===== src/logic/synth_ctrl_pkg.sv =====
// Constants for the dual-loop synthesizer digital control block.
// Assumes a 250 MHz system clock and a three-wire programming link.
package synth_ctrl_pkg;
   localparam int WORD_W        = 24;
   localparam int DIV_W         = 16;
   localparam int CLK_PERIOD_PS = 4000;
   // Destination bits, word[1:0]
   localparam logic [1:0] DEST_LOW_R  = 2'h0;
   localparam logic [1:0] DEST_LOW_N  = 2'h1;
   localparam logic [1:0] DEST_HIGH_R = 2'h2;
   localparam logic [1:0] DEST_HIGH_N = 2'h3;
   // Control bits: 23 and 22 in both N words; 21 is sync mode in low N, prescaler in high N
   localparam int POS_CNT_RST  = 23;
   localparam int POS_PWDN     = 22;
   localparam int POS_PD_SYNC  = 21;
   localparam int POS_PRESC    = 21;
   // Low loop N word
   localparam int POS_RAPID    = 20;
   localparam int POS_TEST     = 19;
   localparam int POS_OUT2     = 18;
   localparam int POS_GP_OUT_SECOND_PIN     = 17;
   localparam int LOW_B_LSB    = 5;
   localparam int LOW_B_W      = 12;
   localparam int LOW_A_LSB    = 2;
   localparam int LOW_A_W      = 3;
   localparam int LOW_PRESC    = 8;
   // High loop N word
   localparam int HIGH_B_LSB   = 11;
   localparam int HIGH_B_W     = 10;
   localparam int HIGH_A_LSB   = 6;
   localparam int HIGH_A_W     = 5;
   localparam int FRAC_LSB     = 2;
   localparam int FRAC_W       = 4;
   // R words
   localparam int POS_LOW_GAIN8 = 18;
   localparam int POS_HIGH_CP8  = 21;
   localparam logic [WORD_W-1:0] WORD_RESET = 24'h000000;
   // Lock filter
   localparam int LOCK_ENTER_PS = 15000;
   localparam int LOCK_EXIT_PS  = 30000;
   localparam int LOCK_ENTER_CYC = (LOCK_ENTER_PS / CLK_PERIOD_PS < 1) ? 1
                                   : LOCK_ENTER_PS / CLK_PERIOD_PS;
   localparam int LOCK_EXIT_CYC  = LOCK_EXIT_PS / CLK_PERIOD_PS;
   localparam int LOCK_CYCLES    = 5;
endpackage


===== src/logic/synth_divider_control.sv =====
// Contract
// - Counter-reset bit set holds that loop's feedback and reference counters in reset.
// - After reset or power-down both counters restart together, within one prescaler cycle.
// - Power-down disables loop dividers and puts its RF input in high impedance.
// - Reference input goes high impedance only when both loops are powered down.
// - Powered-down loop has its pump and phase comparator in high impedance.
// - Serial register shifts and latches in every power-down state.
// - Low N bit 21 selects synchronous power-down; host loads it before bit 22.
// - Synchronous mode enters power-down after the current pump pulse ends.
// - Asynchronous mode enters power-down as soon as the bit is latched.
// - Prescaler select: high range 16/17 or 32/33, low range 8/9 or 16/17.
// - Fraction accumulator adds value over modulus 15 or 16 each cycle.
// - Feedback divide equals modulus times program count plus swallow count.
// - Without rapid lock, low N bits 17 and 18 set the two output levels.
// - Low N bit 20 selects rapid lock; level bits then ignored.
// - Rapid lock: first output low while high pump 8x bit set, else released.
// - Rapid lock: second output low while low pump gain bit set, else released.
// - Words arrive MSB first, shifted on serial clock rising edge.
// - Lock asserts after five reference cycles with phase error below 15 ns.
// - Locked threshold widens to 30 ns; lock drops when error exceeds it.
// - Lock forced low while its loop is powered down.
// - Two trailing bits pick destination: 01 low N, 10 high R, 11 high N.
// - Low R bit 18 selects low loop pump gain, one or eight times.
// Holds the serial front end, both loops' dividers, phase detectors and lock filters.
// Assumes osc_tick and vco_tick are one-cycle pulses on clk; link pins are asynchronous.
`timescale 1ns/1ps
module synth_divider_control #(
   parameter bit          HIGH_RANGE   = 1'b1,
   parameter bit          FRAC_MOD16   = 1'b1,
   parameter logic [15:0] LOW_REF_DIV  = 16'h0010,
   parameter logic [15:0] HIGH_REF_DIV = 16'h0010
) (
   input  wire logic       clk,
   input  wire logic       arst_n,
   input  wire logic       ser_clk,
   input  wire logic       ser_data,
   input  wire logic       latch_enable_line,
   input  wire logic       osc_tick,
   input  wire logic [1:0] vco_tick,
   output logic [1:0]      rf_input_hiz,
   output logic            reference_osc_hiz,
   output logic [1:0]      pump_hiz,
   output logic [1:0]      pump_up,
   output logic [1:0]      pump_down,
   output logic [1:0]      lock_indicator_pin,
   output logic            gp_out_first_pin,
   output logic            gp_out_first_oe,
   output logic            gp_out_second_pin,
   output logic            gp_out_second_oe
);
   localparam int W = synth_ctrl_pkg::WORD_W;
   localparam int D = synth_ctrl_pkg::DIV_W;

   // Link synchronisers; stage one feeds only stage two
   logic [2:0] sync1_ff, sync2_ff;
   logic       sclk_prev_ff, le_prev_ff;
   logic [W-1:0] shift_ff, nxt_shift;
   logic [W-1:0] low_n_ff, high_n_ff, high_r_ff, low_r_ff;
   logic [W-1:0] nxt_low_n, nxt_high_n, nxt_high_r, nxt_low_r;

   always_comb begin
      nxt_shift  = shift_ff;
      nxt_low_n  = low_n_ff;
      nxt_high_n = high_n_ff;
      nxt_high_r = high_r_ff;
      nxt_low_r  = low_r_ff;
      // Never gated by power-down
      if (sync2_ff[0] && !sclk_prev_ff) begin
         nxt_shift = {shift_ff[W-2:0], sync2_ff[1]};
      end
      if (sync2_ff[2] && !le_prev_ff) begin
         case (shift_ff[1:0])
            synth_ctrl_pkg::DEST_LOW_N:  nxt_low_n  = shift_ff;
            synth_ctrl_pkg::DEST_HIGH_N: nxt_high_n = shift_ff;
            synth_ctrl_pkg::DEST_HIGH_R: nxt_high_r = shift_ff;
            default:                     nxt_low_r  = shift_ff;
         endcase
      end
   end

   always_ff @(posedge clk or negedge arst_n) begin
      if (!arst_n) begin
         sync1_ff     <= 3'h0;
         sync2_ff     <= 3'h0;
         sclk_prev_ff <= 1'b0;
         le_prev_ff   <= 1'b0;
         shift_ff     <= synth_ctrl_pkg::WORD_RESET;
         low_n_ff     <= synth_ctrl_pkg::WORD_RESET;
         high_n_ff    <= synth_ctrl_pkg::WORD_RESET;
         high_r_ff    <= synth_ctrl_pkg::WORD_RESET;
         low_r_ff     <= synth_ctrl_pkg::WORD_RESET;
      end else begin
         sync1_ff     <= {latch_enable_line, ser_data, ser_clk};
         sync2_ff     <= sync1_ff;
         sclk_prev_ff <= sync2_ff[0];
         le_prev_ff   <= sync2_ff[2];
         shift_ff     <= nxt_shift;
         low_n_ff     <= nxt_low_n;
         high_n_ff    <= nxt_high_n;
         high_r_ff    <= nxt_high_r;
         low_r_ff     <= nxt_low_r;
      end
   end

   // Word fields; index 0 is the low loop, 1 the high loop
   logic [1:0] cnt_rst, pd_req;
   logic       pd_sync;
   logic [D-1:0] div_base [2];
   logic [4:0]   pmod;
   logic [3:0]   frac;
   logic [4:0]   fmod;

   always_comb begin
      cnt_rst = {high_n_ff[synth_ctrl_pkg::POS_CNT_RST], low_n_ff[synth_ctrl_pkg::POS_CNT_RST]};
      pd_req  = {high_n_ff[synth_ctrl_pkg::POS_PWDN], low_n_ff[synth_ctrl_pkg::POS_PWDN]};
      pd_sync = low_n_ff[synth_ctrl_pkg::POS_PD_SYNC];
      // 5-bit carrier for 8, 16 or 32 with 32 as zero shifted; compute as shift amount
      pmod = high_n_ff[synth_ctrl_pkg::POS_PRESC] ? (HIGH_RANGE ? 5'h5 : 5'h4)
                                                  : (HIGH_RANGE ? 5'h4 : 5'h3);
      div_base[0] = D'(synth_ctrl_pkg::LOW_PRESC
                    * low_n_ff[synth_ctrl_pkg::LOW_B_LSB +: synth_ctrl_pkg::LOW_B_W])
                  + D'(low_n_ff[synth_ctrl_pkg::LOW_A_LSB +: synth_ctrl_pkg::LOW_A_W]);
      div_base[1] = (D'(high_n_ff[synth_ctrl_pkg::HIGH_B_LSB +: synth_ctrl_pkg::HIGH_B_W])
                    << pmod)
                  + D'(high_n_ff[synth_ctrl_pkg::HIGH_A_LSB +: synth_ctrl_pkg::HIGH_A_W]);
      frac = high_n_ff[synth_ctrl_pkg::FRAC_LSB +: synth_ctrl_pkg::FRAC_W];
      fmod = FRAC_MOD16 ? 5'h10 : 5'h0F;
   end

   // Divider, phase detector, power and lock state per loop
   logic [D-1:0] ref_cnt_ff [2], nxt_ref_cnt [2];
   logic [D-1:0] fb_cnt_ff [2], nxt_fb_cnt [2];
   logic [4:0]   acc_ff, nxt_acc;
   logic [1:0]   ref_seen_ff, fb_seen_ff, pd_ff, lock_ff;
   logic [1:0]   nxt_ref_seen, nxt_fb_seen, nxt_pd, nxt_lock;
   logic [3:0]   err_ff [2], nxt_err [2];
   logic [2:0]   good_ff [2], nxt_good [2];
   logic [1:0]   held, busy, ref_tc, fb_tc, done;
   logic [D-1:0] div_now;
   logic [4:0]   acc_sum;
   logic [3:0]   thr;

   always_comb begin
      acc_sum = acc_ff + 5'(frac);
      nxt_acc = acc_ff;
      for (int i = 0; i < 2; i++) begin
         held[i] = cnt_rst[i] | pd_ff[i];
         busy[i] = ref_seen_ff[i] ^ fb_seen_ff[i];
         nxt_ref_cnt[i] = ref_cnt_ff[i];
         nxt_fb_cnt[i]  = fb_cnt_ff[i];
         ref_tc[i] = 1'b0;
         fb_tc[i]  = 1'b0;
         div_now = div_base[i];
         if (i == 1 && acc_sum >= fmod) begin
            div_now = div_base[i] + D'(1);
         end
         if (held[i]) begin
            // Both restart from zero together on release
            nxt_ref_cnt[i] = '0;
            nxt_fb_cnt[i]  = '0;
         end else begin
            if (osc_tick) begin
               ref_tc[i] = ref_cnt_ff[i] == (i == 0 ? LOW_REF_DIV : HIGH_REF_DIV) - D'(1);
               nxt_ref_cnt[i] = ref_tc[i] ? '0 : ref_cnt_ff[i] + D'(1);
            end
            if (vco_tick[i]) begin
               fb_tc[i] = fb_cnt_ff[i] >= div_now - D'(1);
               nxt_fb_cnt[i] = fb_tc[i] ? '0 : fb_cnt_ff[i] + D'(1);
               if (i == 1 && fb_tc[i]) begin
                  nxt_acc = (acc_sum >= fmod) ? acc_sum - fmod : acc_sum;
               end
            end
         end
         // Phase detector: pump runs between the two edges
         nxt_ref_seen[i] = ref_seen_ff[i] | ref_tc[i];
         nxt_fb_seen[i]  = fb_seen_ff[i] | fb_tc[i];
         done[i] = nxt_ref_seen[i] & nxt_fb_seen[i];
         nxt_err[i] = busy[i] && err_ff[i] != 4'hF ? err_ff[i] + 4'h1 : err_ff[i];
         if (done[i] || held[i]) begin
            nxt_ref_seen[i] = 1'b0;
            nxt_fb_seen[i]  = 1'b0;
            nxt_err[i]      = 4'h0;
         end
         // Power-down entry
         nxt_pd[i] = 1'b0;
         if (pd_req[i]) begin
            nxt_pd[i] = pd_ff[i] | !pd_sync | !busy[i];
         end
         // Lock filter
         nxt_lock[i] = lock_ff[i];
         nxt_good[i] = good_ff[i];
         thr = lock_ff[i] ? 4'(synth_ctrl_pkg::LOCK_EXIT_CYC)
                          : 4'(synth_ctrl_pkg::LOCK_ENTER_CYC);
         if (done[i] && !held[i]) begin
            if (lock_ff[i]) begin
               if (err_ff[i] > thr) begin
                  nxt_lock[i] = 1'b0;
                  nxt_good[i] = 3'h0;
               end
            end else if (err_ff[i] < thr) begin
               nxt_good[i] = good_ff[i] + 3'h1;
               if (nxt_good[i] == 3'(synth_ctrl_pkg::LOCK_CYCLES)) begin
                  nxt_lock[i] = 1'b1;
               end
            end else begin
               nxt_good[i] = 3'h0;
            end
         end
         if (nxt_pd[i]) begin
            nxt_lock[i] = 1'b0;
            nxt_good[i] = 3'h0;
         end
      end
      if (held[1]) begin
         nxt_acc = 5'h00;
      end
   end

   always_ff @(posedge clk or negedge arst_n) begin
      if (!arst_n) begin
         for (int i = 0; i < 2; i++) begin
            ref_cnt_ff[i] <= '0;
            fb_cnt_ff[i]  <= '0;
            err_ff[i]     <= 4'h0;
            good_ff[i]    <= 3'h0;
         end
         acc_ff      <= 5'h00;
         ref_seen_ff <= 2'h0;
         fb_seen_ff  <= 2'h0;
         pd_ff       <= 2'h0;
         lock_ff     <= 2'h0;
      end else begin
         ref_cnt_ff  <= nxt_ref_cnt;
         fb_cnt_ff   <= nxt_fb_cnt;
         err_ff      <= nxt_err;
         good_ff     <= nxt_good;
         acc_ff      <= nxt_acc;
         ref_seen_ff <= nxt_ref_seen;
         fb_seen_ff  <= nxt_fb_seen;
         pd_ff       <= nxt_pd;
         lock_ff     <= nxt_lock;
      end
   end

   // Pin stage; every output registered
   logic rapid;
   logic nxt_first_pin, nxt_first_oe, nxt_second_pin, nxt_second_oe;

   always_comb begin
      rapid = low_n_ff[synth_ctrl_pkg::POS_RAPID];
      if (rapid) begin
         nxt_first_pin  = 1'b0;
         nxt_first_oe   = high_r_ff[synth_ctrl_pkg::POS_HIGH_CP8];
         nxt_second_pin = 1'b0;
         nxt_second_oe  = low_r_ff[synth_ctrl_pkg::POS_LOW_GAIN8];
      end else begin
         nxt_first_pin  = low_n_ff[synth_ctrl_pkg::POS_GP_OUT_SECOND_PIN];
         nxt_first_oe   = 1'b1;
         nxt_second_pin = low_n_ff[synth_ctrl_pkg::POS_OUT2];
         nxt_second_oe  = 1'b1;
      end
   end

   always_ff @(posedge clk or negedge arst_n) begin
      if (!arst_n) begin
         rf_input_hiz       <= 2'h0;
         reference_osc_hiz  <= 1'b0;
         pump_hiz           <= 2'h0;
         pump_up            <= 2'h0;
         pump_down          <= 2'h0;
         lock_indicator_pin <= 2'h0;
         gp_out_first_pin   <= 1'b0;
         gp_out_first_oe    <= 1'b1;
         gp_out_second_pin  <= 1'b0;
         gp_out_second_oe   <= 1'b1;
      end else begin
         rf_input_hiz       <= nxt_pd;
         reference_osc_hiz  <= &nxt_pd;
         pump_hiz           <= nxt_pd;
         pump_up            <= nxt_ref_seen & ~nxt_fb_seen & ~nxt_pd;
         pump_down          <= nxt_fb_seen & ~nxt_ref_seen & ~nxt_pd;
         lock_indicator_pin <= nxt_lock;
         gp_out_first_pin   <= nxt_first_pin;
         gp_out_first_oe    <= nxt_first_oe;
         gp_out_second_pin  <= nxt_second_pin;
         gp_out_second_oe   <= nxt_second_oe;
      end
   end

   property p_cnt_rst;
      @(posedge clk) disable iff (!arst_n)
      cnt_rst[0] |=> fb_cnt_ff[0] == '0 && ref_cnt_ff[0] == '0;
   endproperty
   a_cnt_rst: assert property (p_cnt_rst) else $error("counter not held");
   property p_async_pd;
      @(posedge clk) disable iff (!arst_n)
      pd_req[0] && !pd_sync |=> pd_ff[0] && rf_input_hiz[0] && pump_hiz[0];
   endproperty
   a_async_pd: assert property (p_async_pd) else $error("async power-down late");
   property p_sync_pd;
      @(posedge clk) disable iff (!arst_n)
      pd_req[0] && pd_sync && !pd_ff[0] && busy[0] |=> !pd_ff[0];
   endproperty
   a_sync_pd: assert property (p_sync_pd) else $error("pump cut short");
   property p_osc_hiz;
      @(posedge clk) disable iff (!arst_n) reference_osc_hiz |-> $past(pd_req) == 2'h3;
   endproperty
   a_osc_hiz: assert property (p_osc_hiz) else $error("osc high-z wrong");
   property p_lock_pd;
      @(posedge clk) disable iff (!arst_n) pd_ff[0] |-> !lock_indicator_pin[0];
   endproperty
   a_lock_pd: assert property (p_lock_pd) else $error("lock in power-down");
   property p_lock_enter;
      @(posedge clk) disable iff (!arst_n)
      $rose(lock_ff[1]) |-> $past(good_ff[1]) == 3'h4;
   endproperty
   a_lock_enter: assert property (p_lock_enter) else $error("lock too early");
   property p_rapid;
      @(posedge clk) disable iff (!arst_n)
      rapid |=> !gp_out_first_pin
      && gp_out_first_oe == $past(high_r_ff[synth_ctrl_pkg::POS_HIGH_CP8]);
   endproperty
   a_rapid: assert property (p_rapid) else $error("rapid output wrong");
   property p_latch;
      @(posedge clk) disable iff (!arst_n)
      sync2_ff[2] && !le_prev_ff && shift_ff[1:0] == synth_ctrl_pkg::DEST_HIGH_N
      |=> high_n_ff == $past(shift_ff);
   endproperty
   a_latch: assert property (p_latch) else $error("word not latched");
   c_lock:  cover property (@(posedge clk) disable iff (!arst_n) $rose(lock_ff[1]));
   c_unlock: cover property (@(posedge clk) disable iff (!arst_n) $fell(lock_ff[0]));
   c_sync:  cover property (@(posedge clk) disable iff (!arst_n) pd_sync && $rose(pd_ff[0]));
endmodule


===== config.mk =====
export PLATFORM = sky130hd
export DESIGN_NAME = synth_divider_control
export DESIGN_NICKNAME = d
export VERILOG_FILES = /design/src/logic/synth_ctrl_pkg.sv /design/src/logic/synth_divider_control.sv
export SDC_FILE = /design/constraint.sdc
export NUM_CORES = 1
export LEC_CHECK = 0
export ABC_CLOCK_PERIOD_IN_PS = 9800
export BUFFER_PORTS_ARGS = -buffer_cell sky130_fd_sc_hd__buf_4
export CORE_MARGIN = 2
export CORE_UTILIZATION = 30
export CTS_CLUSTER_DIAMETER = 200
export DETAILED_ROUTE_END_ITERATION = 8
export SYNTH_ARGS = -nofsm -noshare
export SYNTH_HDL_FRONTEND = slang
export SYNTH_SLANG_ARGS = --single-unit

===== constraint.sdc =====
create_clock -name clk -period 9.8 [get_ports clk]
set_input_delay 1.47 -clock clk [delete_from_list [all_inputs] [get_ports clk]]
set_output_delay 1.47 -clock clk [all_outputs]
set_load 0.05 [all_outputs]

==> results of run 1 <==
## cell families after synthesis
group	after synthesis	share of synthesized area, %
AO/OA/AOI/OAI	184	11.5
XOR/XNOR	96	8.33
adder cells (fa/ha/maj)	54	6.59
buffers and inverters	65	2.83
flip-flops	177	42.8
multiplexers	87	9.54
AND/OR/NAND/NOR	364	18.4
## layout make-up
cell class | count | area [µm²]
multi-input cells | 785 | 5650
fillers | 3439 | 22700
inverters | 27 | 101
repair buffers | 25 | 191
clock inverters | 15 | 166
clock buffers | 17 | 425
flip-flops and latches | 177 | 4430
well taps | 455 | 569
## per-stage QoR
step	setup slack (ps)	hold slack, ps
after global routing	4300	358
after CTS	4740	352
after global placement	4860	336
after floorplan	5250	331
final	4740	350
after detailed placement	4720	335
## registers in the layout (all words and copies together), names as in the netlist, 2 cells and up
signal,count
acc_ff,5
err_ff,8
fb_cnt_ff,32
fb_seen_ff,2
good_ff,6
high_n_ff,22
lock_indicator_pin,2
low_n_ff,21
pump_down,2
pump_hiz,2
pump_up,2
ref_cnt_ff,32
ref_seen_ff,2
shift_ff,24
sync1_ff,3
sync2_ff,3
## cell usage after synthesis, drive strengths merged, types with 4 or more instances
master,count,share of area [%]
mux2i,19,2.1
mux2,68,7.4
o21ai,78,3.8
clkbuf,24,0.89
a22o,5,0.42
nor2,104,3.8
or3,4,0.24
nand4,30,2.0
or2,4,0.24
buf,14,0.95
ha,53,6.4
dfrtp,175,42
inv,27,0.98
a31oi,12,0.72
and3,31,1.9
xor2,48,4.1
nor2b,11,0.66
nand2b,9,0.54
and4,8,0.70
nand2,79,2.9
a21o,22,1.6
a21oi,25,1.2
o31ai,7,0.51
xnor2,48,4.3
nor3,14,0.72
nor4,11,0.93
nand3b,5,0.36
nand3,33,1.6
## report_power, final
group	internal, W	switching [W]	leakage [nW]
sequential	0.000884	0.000181	2.32
clock	0.000342	0.000329	0.287
combinational	0.000466	0.000531	2.67
## routing by layer
metal	vias up	routed length, µm	global-route usage, %
met3	21	388	1.92
met1	3652	9780	15.4
met4	0	320	4.38
met5	-	0	0
met2	62	9540	19.4
li1	3708	-	-
## worst max path at each step
stage                              from    endpoint  slack [ps]
after floorplan           high_n_ff[21]  good_ff[2]        5250
after global placement    high_n_ff[21]  good_ff[2]        4860
after detailed placement  high_n_ff[21]  good_ff[2]        4720
after CTS                 high_n_ff[21]  good_ff[2]        4740
after global routing      high_n_ff[21]  good_ff[2]        4300
final                     high_n_ff[21]   err_ff[3]        4740
==> results.sh, run 1 <==
export IMPL_status="finished, final reports clean"
export IMPL_ys_warn_count=0
export IMPL_netlist_area_mm2=0.0104
export IMPL_cts_root_buf="clkbuf_16"
export IMPL_grtUsageTotal_pct=11.7
export IMPL_drt_pass1_iterations=4
export IMPL_drtIter0Drc=391
export IMPL_dpl_cell_area_mm2=0.0109
export IMPL_synth_fp_nets=1089
export IMPL_grt_setup_unrepaired="false"
export IMPL_yosys_register_bits=177
export IMPL_worst_slew_pin_slew_ps=1200
export IMPL_finalSetupViolCount=0
export IMPL_critPathMostFrequentCell="o21ai_1"
export IMPL_fin_nets=1095
export IMPL_ctsHtreeMaxLevel=4
export IMPL_path_class="flip-flop to flip-flop"
export IMPL_fin_area_mm2=0.0115
export IMPL_floorplan_initialDensity_pct=30.2
export IMPL_final_common_cell="dfrtp_1"
export IMPL_r2r_setup_slack_ps=4740
export IMPL_hp_start="sync1_ff[2]"
export IMPL_cp_required_ps=10170
export IMPL_min_to="sync2_ff[2]"
export IMPL_utilization_pct=33.7
export IMPL_synth_edf_count=0
export IMPL_crit_family="simple AND/OR/NAND/NOR gates"
export IMPL_leakage_nw=5.27
export IMPL_peakVddDrop_mv=0.117
export IMPL_critical_path_endpoint_type="flip-flop"
export IMPL_finalClockSkew_ps=15.7
export IMPL_synthCells=1027
export IMPL_max_slew_margin_rel_pct=20.0
export IMPL_drv_cap=0
export IMPL_total_power_w=0.00273
export IMPL_critPathBufInv=0
export IMPL_ctsResizeCount=0
export IMPL_slowest_stage="dfrtp_1"
export IMPL_drive_gt1_share_pct=15.0
export IMPL_holdBufCountCts=0
export IMPL_wl_um=20000
export IMPL_antenna_found_initial=0
export IMPL_antenna_cells=0
export IMPL_crit_path_cell_trace="nor2b_1, ha_1, and4_1, and3_4, nand3_1, xnor2_1, mux2i_1, nor4_2, o21ai_1, mux2i_1, xnor2_1, ha_1, a21o_1, a21o_1, a21oi_1, o21ai_1, a31oi_1, o21ai_1, nor2_1"
export IMPL_synthFlopType="dfrtp_1"
export IMPL_drcViolationCount=0
export IMPL_fin_crit_ps=5060
export IMPL_clock_latency_ps=440
export IMPL_grt_pass1_vias=7223
export IMPL_crit_fanout=20
export IMPL_cts_inserted_buffers=17
export IMPL_core_area_mm2=0.0343
export IMPL_cp_slowest_stage_delay_ps=670
export IMPL_num_rows=68
export IMPL_timing_final_crit_share_pct=51.6
export IMPL_cts_sinks=177
export IMPL_yosysUniqueCellTypes=84
export IMPL_wl_per_cell_um=13.3
export IMPL_hold_viol_final=0
export IMPL_cts_buffer_depth=2
export IMPL_fp_dieW_um=190
export IMPL_cts_clk_slew_worst_paths_ps=70
export IMPL_grt_ovfl_total=0
export IMPL_power_density_cell_area_mw_per_mm2=237
export IMPL_cp_start_kind="flip-flop"
export IMPL_final_max_slew_violation_count=0
export IMPL_die_h_um=190
export IMPL_final_cell_mix="dfrtp_1 (175), nor2_1 (104), nand2_1 (79), mux2_2 (67), o21ai_0 (64)"
export IMPL_ant_nets=0
export IMPL_dieArea_mm2=0.0360
export IMPL_grt_start_max_net_pins=98
export IMPL_vias=7443
export IMPL_syn_area_per_cell_um2=10.1
export IMPL_arrival_ps=5430
export IMPL_r2r_start="high_n_ff[21]"
export IMPL_tns_ps=0
export IMPL_dp_hpwl_um=14300
export IMPL_placedCellCount=1469
export IMPL_cp_depth=19
export IMPL_area_growth_pct=11.4
export IMPL_portBuffers=22
export IMPL_seq_area_frac_synth_pct=42.8
export IMPL_grt_pass1_wl_um=34800
export IMPL_vias_per_cell=4.96
export IMPL_cts_setup_buffers=0
export IMPL_num_io_pins=23
export IMPL_max_freq_mhz=198
export IMPL_async_flop_share_pct=100
export IMPL_hold_class="flip-flop to flip-flop"
export IMPL_cts_tree="done"
export IMPL_hold_depth=0
export IMPL_r2r_end="err_ff[3]"
export IMPL_ff2ff_path_depth=19
export IMPL_gp_congestion=0.788
export IMPL_fin_cells=1501
Power figures use the tool's default switching activity.
==> inputs of run 2 (changes only) <==
- ABC_CLOCK_PERIOD_IN_PS: 9800 -> 4700
- clock period: 9.8 -> 4.7 ns (I/O delays scaled with it)
==> run 2 against run 1 <==
Net effect: sequential power is 110% higher; register-to-register slack worse by 4600 ps; flip-flop and latch count stayed put; final cell count is 1.8% higher; die area stayed put; global-route usage is 0.35 points higher; fmax is 12% higher; power is 120% higher; clock-buffer cell count stayed put.
==> results.sh, run 2 (same netlist as run 1, synthesis figures left out) <==
export IMPL_placedCellCount=1485
export IMPL_dieArea_mm2=0.0360
export IMPL_grt_setup_unrepaired="true"
export IMPL_tns_ps=0
export IMPL_max_slew_margin_rel_pct=27.7
export IMPL_worst_slew_pin_slew_ps=1060
export IMPL_timing_final_crit_share_pct=96.2
export IMPL_p_int_w=0.00371
export IMPL_grt_start_max_net_pins=96
export IMPL_drtIter0Drc=341
export IMPL_crit_fanout=5
export IMPL_crit_path_start="acc_ff[0]"
export IMPL_cp_required_ps=5070
export IMPL_die_h_um=190
export IMPL_cts_buffer_depth=2
export IMPL_ctsHtreeMaxLevel=4
export IMPL_cts_inserted_buffers=17
export IMPL_area_growth_pct=15.4
export IMPL_max_freq_mhz=221
export IMPL_fp_dieW_um=190
export IMPL_r2r_start="acc_ff[0]"
export IMPL_drive_gt1_share_pct=20.2
export IMPL_cts_clk_slew_worst_paths_ps=80
export IMPL_grt_ovfl_total=0
export IMPL_holdBufCountCts=0
export IMPL_critical_path_endpoint_type="flip-flop"
export IMPL_antenna_found_initial=0
export IMPL_finalClockSkew_ps=12.5
export IMPL_final_max_slew_violation_count=0
export IMPL_fin_cells=1528
export IMPL_final_cell_mix="dfrtp_1 (175), nor2_1 (102), nand2_1 (76), mux2_2 (67), o21ai_0 (61)"
export IMPL_switching_share_pct=38.5
export IMPL_cts_tree="done"
export IMPL_num_rows=68
export IMPL_fin_area_mm2=0.0120
export IMPL_cts_sinks=177
export IMPL_power_share_clock_pct=23.2
export IMPL_leakage_nw=5.46
export IMPL_drcViolationCount=0
export IMPL_cts_root_buf="clkbuf_16"
export IMPL_utilization_pct=34.9
export IMPL_cp_start_kind="flip-flop"
export IMPL_p_sw_w=0.00232
export IMPL_vias=7591
export IMPL_gp_congestion=0.782
export IMPL_drt_pass1_iterations=4
export IMPL_fin_nets=1122
export IMPL_finalSetupViolCount=0
export IMPL_wl_per_cell_um=13.6
export IMPL_ant_nets=0
export IMPL_ff2ff_path_depth=20
export IMPL_hold_viol_final=0
export IMPL_floorplan_initialDensity_pct=30.2
export IMPL_dpl_cell_area_mm2=0.0111
export IMPL_hold_class="input port to asynchronous set/reset pin"
export IMPL_portBuffers=22
export IMPL_wl_um=20700
export IMPL_arrival_ps=4890
export IMPL_final_common_cell="dfrtp_1"
export IMPL_clock_latency_ps=440
export IMPL_combPwrFrac_pct=40.2
export IMPL_status="finished, final reports clean"
export IMPL_drv_cap=0
export IMPL_dp_hpwl_um=14700
export IMPL_grt_pass1_wl_um=36000
export IMPL_largestRegisters="fb_cnt_ff (32), ref_cnt_ff (32), shift_ff (24)"
export IMPL_power_density_cell_area_mw_per_mm2=505
export IMPL_grtUsageTotal_pct=12.1
export IMPL_core_area_mm2=0.0343
export IMPL_vias_per_cell=4.97
export IMPL_fin_crit_ps=4520
export IMPL_total_power_w=0.00603
export IMPL_antenna_cells=0
export IMPL_power_share_sequential_pct=36.6
export IMPL_peakVddDrop_mv=0.249
export IMPL_num_io_pins=23
export IMPL_path_class="flip-flop to flip-flop"
export IMPL_grt_pass1_vias=7370
run 2: cell count changes in the layout (fill, tap and decap cells not counted), moves of 4 or more:
| cell | before | now |
|---|---|---|
| buf_4 | 24 | 48 |
| ha_1 | 53 | 49 |
| ha_2 | 0 | 4 |
| a21oi_1 | 25 | 20 |
run 2: timing repair:
item	CTS	global route
gates resized for setup	5	43
pin swaps	1	24
buffers inserted	0	12
endpoints found under the setup margin	10	33
run 2: layout make-up:
class	instances	area [µm²]
inverters	27	101
repair buffers	52	405
multi-input cells	785	5860
clock inverters	15	163
well taps	455	569
fillers	3441	22300
flip-flops and latches	177	4430
clock buffers	17	425
run 2: path summary, 6_finish.rpt:
kind | end | slack (ps)
worst max register to register | good_ff[2] | 180
worst max-delay path | good_ff[2] | 180
worst min register to register | sync2_ff[2] | 350
min in group clk | sync2_ff[2] | 350
max in group asynchronous | fb_cnt_ff[29] | 3340
worst min-delay path | pump_up[1] | 310
run 2: power groups by stage:
stage	Clock, W	Combinational [W]	Sequential [W]
5_1_grt	0.00150	0.00274	0.00228
3_3_place_gp	0	0.00209	0.00222
3_5_place_dp	0	0.00214	0.00223
2_1_floorplan	0	0.00166	0.00216
6_report	0.00140	0.00242	0.00221
4_1_cts	0.00143	0.00218	0.00220
run 2: stage by stage:
stage,hold WS (ps),setup slack [ps]
floorplan,331,155
global placement,338,101
detailed placement,340,-41.1
CTS,343,-4.88
global route,349,-134
finish,310,178
run 2: routing by layer:
layer / up-vias / part of all wire, % / track usage (%) / routed length, µm
li1: 3765 / - / - / -
met3: 24 / 1.9 / 2.05 / 387
met4: 0 / 1.8 / 4.50 / 376
met2: 76 / 48 / 19.8 / 9940
met1: 3726 / 48 / 16.0 / 10000
met5: - / 0 / 0 / 0
run 2: critical path, stage by stage (launching register included):
cell and delay (ps):
dfrtp_1 350, ha_2 190, inv_2 40, fa_2 380, nand2b_4 160, o2bb2ai_4 160, xnor2_2 230, mux2i_1 230
ha_2 230, nand3_2 100, o32a_1 460, nor4_2 320, xnor2_1 130, ha_1 330, a21o_1 160, a21oi_4 70
nor2b_4 140, o21ai_4 70, nand2_2 80, or4b_4 480, a21oi_2 120
==> inputs of run 3 (changes only) <==
- CTS_CLUSTER_SIZE: unset -> 30
- RECOVER_POWER: unset -> 100
==> run 3 against run 2 <==
Net effect: the flow now finishes with violations (capacitance limit, slew limit); clock-buffer cell count stayed put; global-route usage is the same; setup slack got worse by 4.6 ps; die area unchanged; register-to-register slack is essentially flat; fmax shrank 0.10%; non-clock buffer count is the same; highest routed layer unchanged.
==> results.sh, run 3 (same netlist as run 1, synthesis figures left out) <==
export IMPL_status="complete, but fails checks"
export IMPL_violations="capacitance limit, slew limit"
export IMPL_pre_cts_slack_ps=-41.1
export IMPL_largestRegisters="fb_cnt_ff (32), ref_cnt_ff (32), shift_ff (24)"
export IMPL_critical_path_endpoint_type="flip-flop"
export IMPL_gp_congestion=0.782
export IMPL_worst_slew_pin_slew_ps=2430
export IMPL_drv_cap=1
export IMPL_antenna_found_initial=0
export IMPL_grt_pass1_vias=7370
export IMPL_antenna_cells=0
export IMPL_wl_per_cell_um=13.5
export IMPL_num_io_pins=23
export IMPL_cp_required_ps=5070
export IMPL_drive_gt1_share_pct=17.9
export IMPL_portBuffers=22
export IMPL_r2r_setup_slack_ps=170
export IMPL_total_power_w=0.00601
export IMPL_holdBufCountCts=0
export IMPL_max_slew_margin_rel_pct=-62.1
export IMPL_core_area_mm2=0.0343
export IMPL_wl_um=20700
export IMPL_ff2ff_path_depth=20
export IMPL_vias=7594
export IMPL_die_h_um=190
export IMPL_timing_final_crit_share_pct=96.3
export IMPL_grt_pass1_wl_um=36000
export IMPL_r2r_end="good_ff[2]"
export IMPL_fillers=3468
export IMPL_fin_crit_ps=4530
export IMPL_r2r_start="acc_ff[0]"
export IMPL_combPwrFrac_pct=40.0
export IMPL_finalClockSkew_ps=14.7
export IMPL_dieArea_mm2=0.0360
export IMPL_hold_class="flip-flop to flip-flop"
export IMPL_arrival_ps=4900
export IMPL_dp_hpwl_um=14700
export IMPL_cts_tree="done"
export IMPL_drtIter0Drc=324
export IMPL_grt_setup_unrepaired="true"
export IMPL_power_share_clock_pct=23.3
export IMPL_max_freq_mhz=221
export IMPL_min_to="sync2_ff[2]"
export IMPL_crit_fanout=5
export IMPL_slowest_stage="or4b_4"
export IMPL_finalSetupViolCount=0
export IMPL_num_rows=68
export IMPL_power_share_sequential_pct=36.8
export IMPL_peakVddDrop_mv=0.248
export IMPL_final_max_slew_violation_count=96
export IMPL_final_common_cell="dfrtp_1"
export IMPL_hold_depth=0
export IMPL_vias_per_cell=4.97
export IMPL_leakage_nw=5.37
export IMPL_switching_share_pct=38.6
export IMPL_cts_buffer_depth=2
export IMPL_drt_pass1_iterations=4
export IMPL_hold_viol_final=0
export IMPL_cp_start_kind="flip-flop"
export IMPL_floorplan_initialDensity_pct=30.2
export IMPL_grtUsageTotal_pct=12.1
export IMPL_p_sw_w=0.00232
export IMPL_drcViolationCount=0
export IMPL_hp_start="sync1_ff[2]"
export IMPL_p_int_w=0.00369
export IMPL_crit_path_cell_trace="ha_2, inv_2, fa_2, nand2b_4, o2bb2ai_4, xnor2_2, mux2i_1, ha_2, nand3_2, o32a_1, nor4_2, xnor2_1, ha_1, a21o_1, a21oi_4, nor2b_4, o21ai_4, nand2_2, or4b_4, a21oi_2"
export IMPL_final_cell_mix="dfrtp_1 (175), nor2_1 (102), nand2_1 (76), o21ai_0 (66), mux2_2 (65)"
export IMPL_cts_clk_slew_worst_paths_ps=80
export IMPL_fin_nets=1122
export IMPL_setup_ws_ps=173
export IMPL_fin_cells=1528
export IMPL_ctsHtreeMaxLevel=4
export IMPL_area_growth_pct=14.3
export IMPL_critPathMostFrequentCell="ha_2"
export IMPL_clock_latency_ps=440
export IMPL_placedCellCount=1485
export IMPL_power_density_cell_area_mw_per_mm2=507
export IMPL_cts_inserted_buffers=17
export IMPL_path_class="flip-flop to flip-flop"
export IMPL_fp_dieW_um=190
export IMPL_grt_ovfl_total=0
export IMPL_grt_start_max_net_pins=96
export IMPL_cp_slowest_stage_delay_ps=480
export IMPL_cts_sinks=177
export IMPL_ant_nets=0
export IMPL_utilization_pct=34.5
export IMPL_tns_ps=0
export IMPL_cts_root_buf="clkbuf_16"
## run 3: layout make-up
cell class / instances / area [µm²] / share of cell area (%)
multi-input cells: 785 / 5840 / 49.3
flip-flops and latches: 177 / 4430 / 37.4
well taps: 455 / 569 / 4.81
clock buffers: 17 / 425 / 3.59
repair buffers: 52 / 315 / 2.66
clock inverters: 15 / 163 / 1.37
inverters: 27 / 101 / 0.856
## run 3: what timing repair did
action	4_1_cts	5_1_grt
resized for setup	5	43
setup endpoints to repair	10	33
gates cloned	0	0
pin swaps	1	24
buffers inserted	0	12
## run 3: critical path, delay by kind of cell (launching register included)
kind | cells | cell delay (ps)
flip-flops | 1 | 350
adder cells (fa/ha/maj) | 4 | 1130
buffers and inverters | 1 | 40
AND/OR/NAND/NOR | 6 | 1280
XOR/XNOR | 2 | 360
AO/OA/AOI/OAI | 6 | 1040
multiplexers | 1 | 230
## run 3: power by group through the flow
stage / registers (W) / clock network (W) / logic [W]
detailed placement: 0.00223 / 0 / 0.00214
global placement: 0.00222 / 0 / 0.00209
global route: 0.00227 / 0.00150 / 0.00271
finish: 0.00221 / 0.00140 / 0.00240
CTS: 0.00220 / 0.00143 / 0.00218
floorplan: 0.00216 / 0 / 0.00166
## run 3: layer usage
layer  vias up  track usage (%)  wire (µm)
li1       3763                -          -
met1      3720             16.0       9970
met2        86             19.8       9930
met3        25             2.05        393
met4         0             4.50        385
met5         -                0          0
## run 3: worst max path at each step
stage,start,end,slack [ps],cells after the start
after floorplan,high_n_ff[21],good_ff[2],150,21
after global placement,high_n_ff[2],err_ff[1],100,21
after detailed placement,high_n_ff[2],err_ff[2],-40,21
after CTS,high_n_ff[2],lock_indicator_pin[1],-5,20
after global routing,high_n_ff[2],acc_ff[3],-130,23
final,acc_ff[0],good_ff[2],170,20
## run 3: per-stage QoR
step / hold WS (ps) / instance area (µm²)
floorplan: 331 / 10400
global placement: 338 / 11100
detailed placement: 340 / 11100
CTS: 343 / 11700
global route: 364 / 11800
finish: 351 / 11800
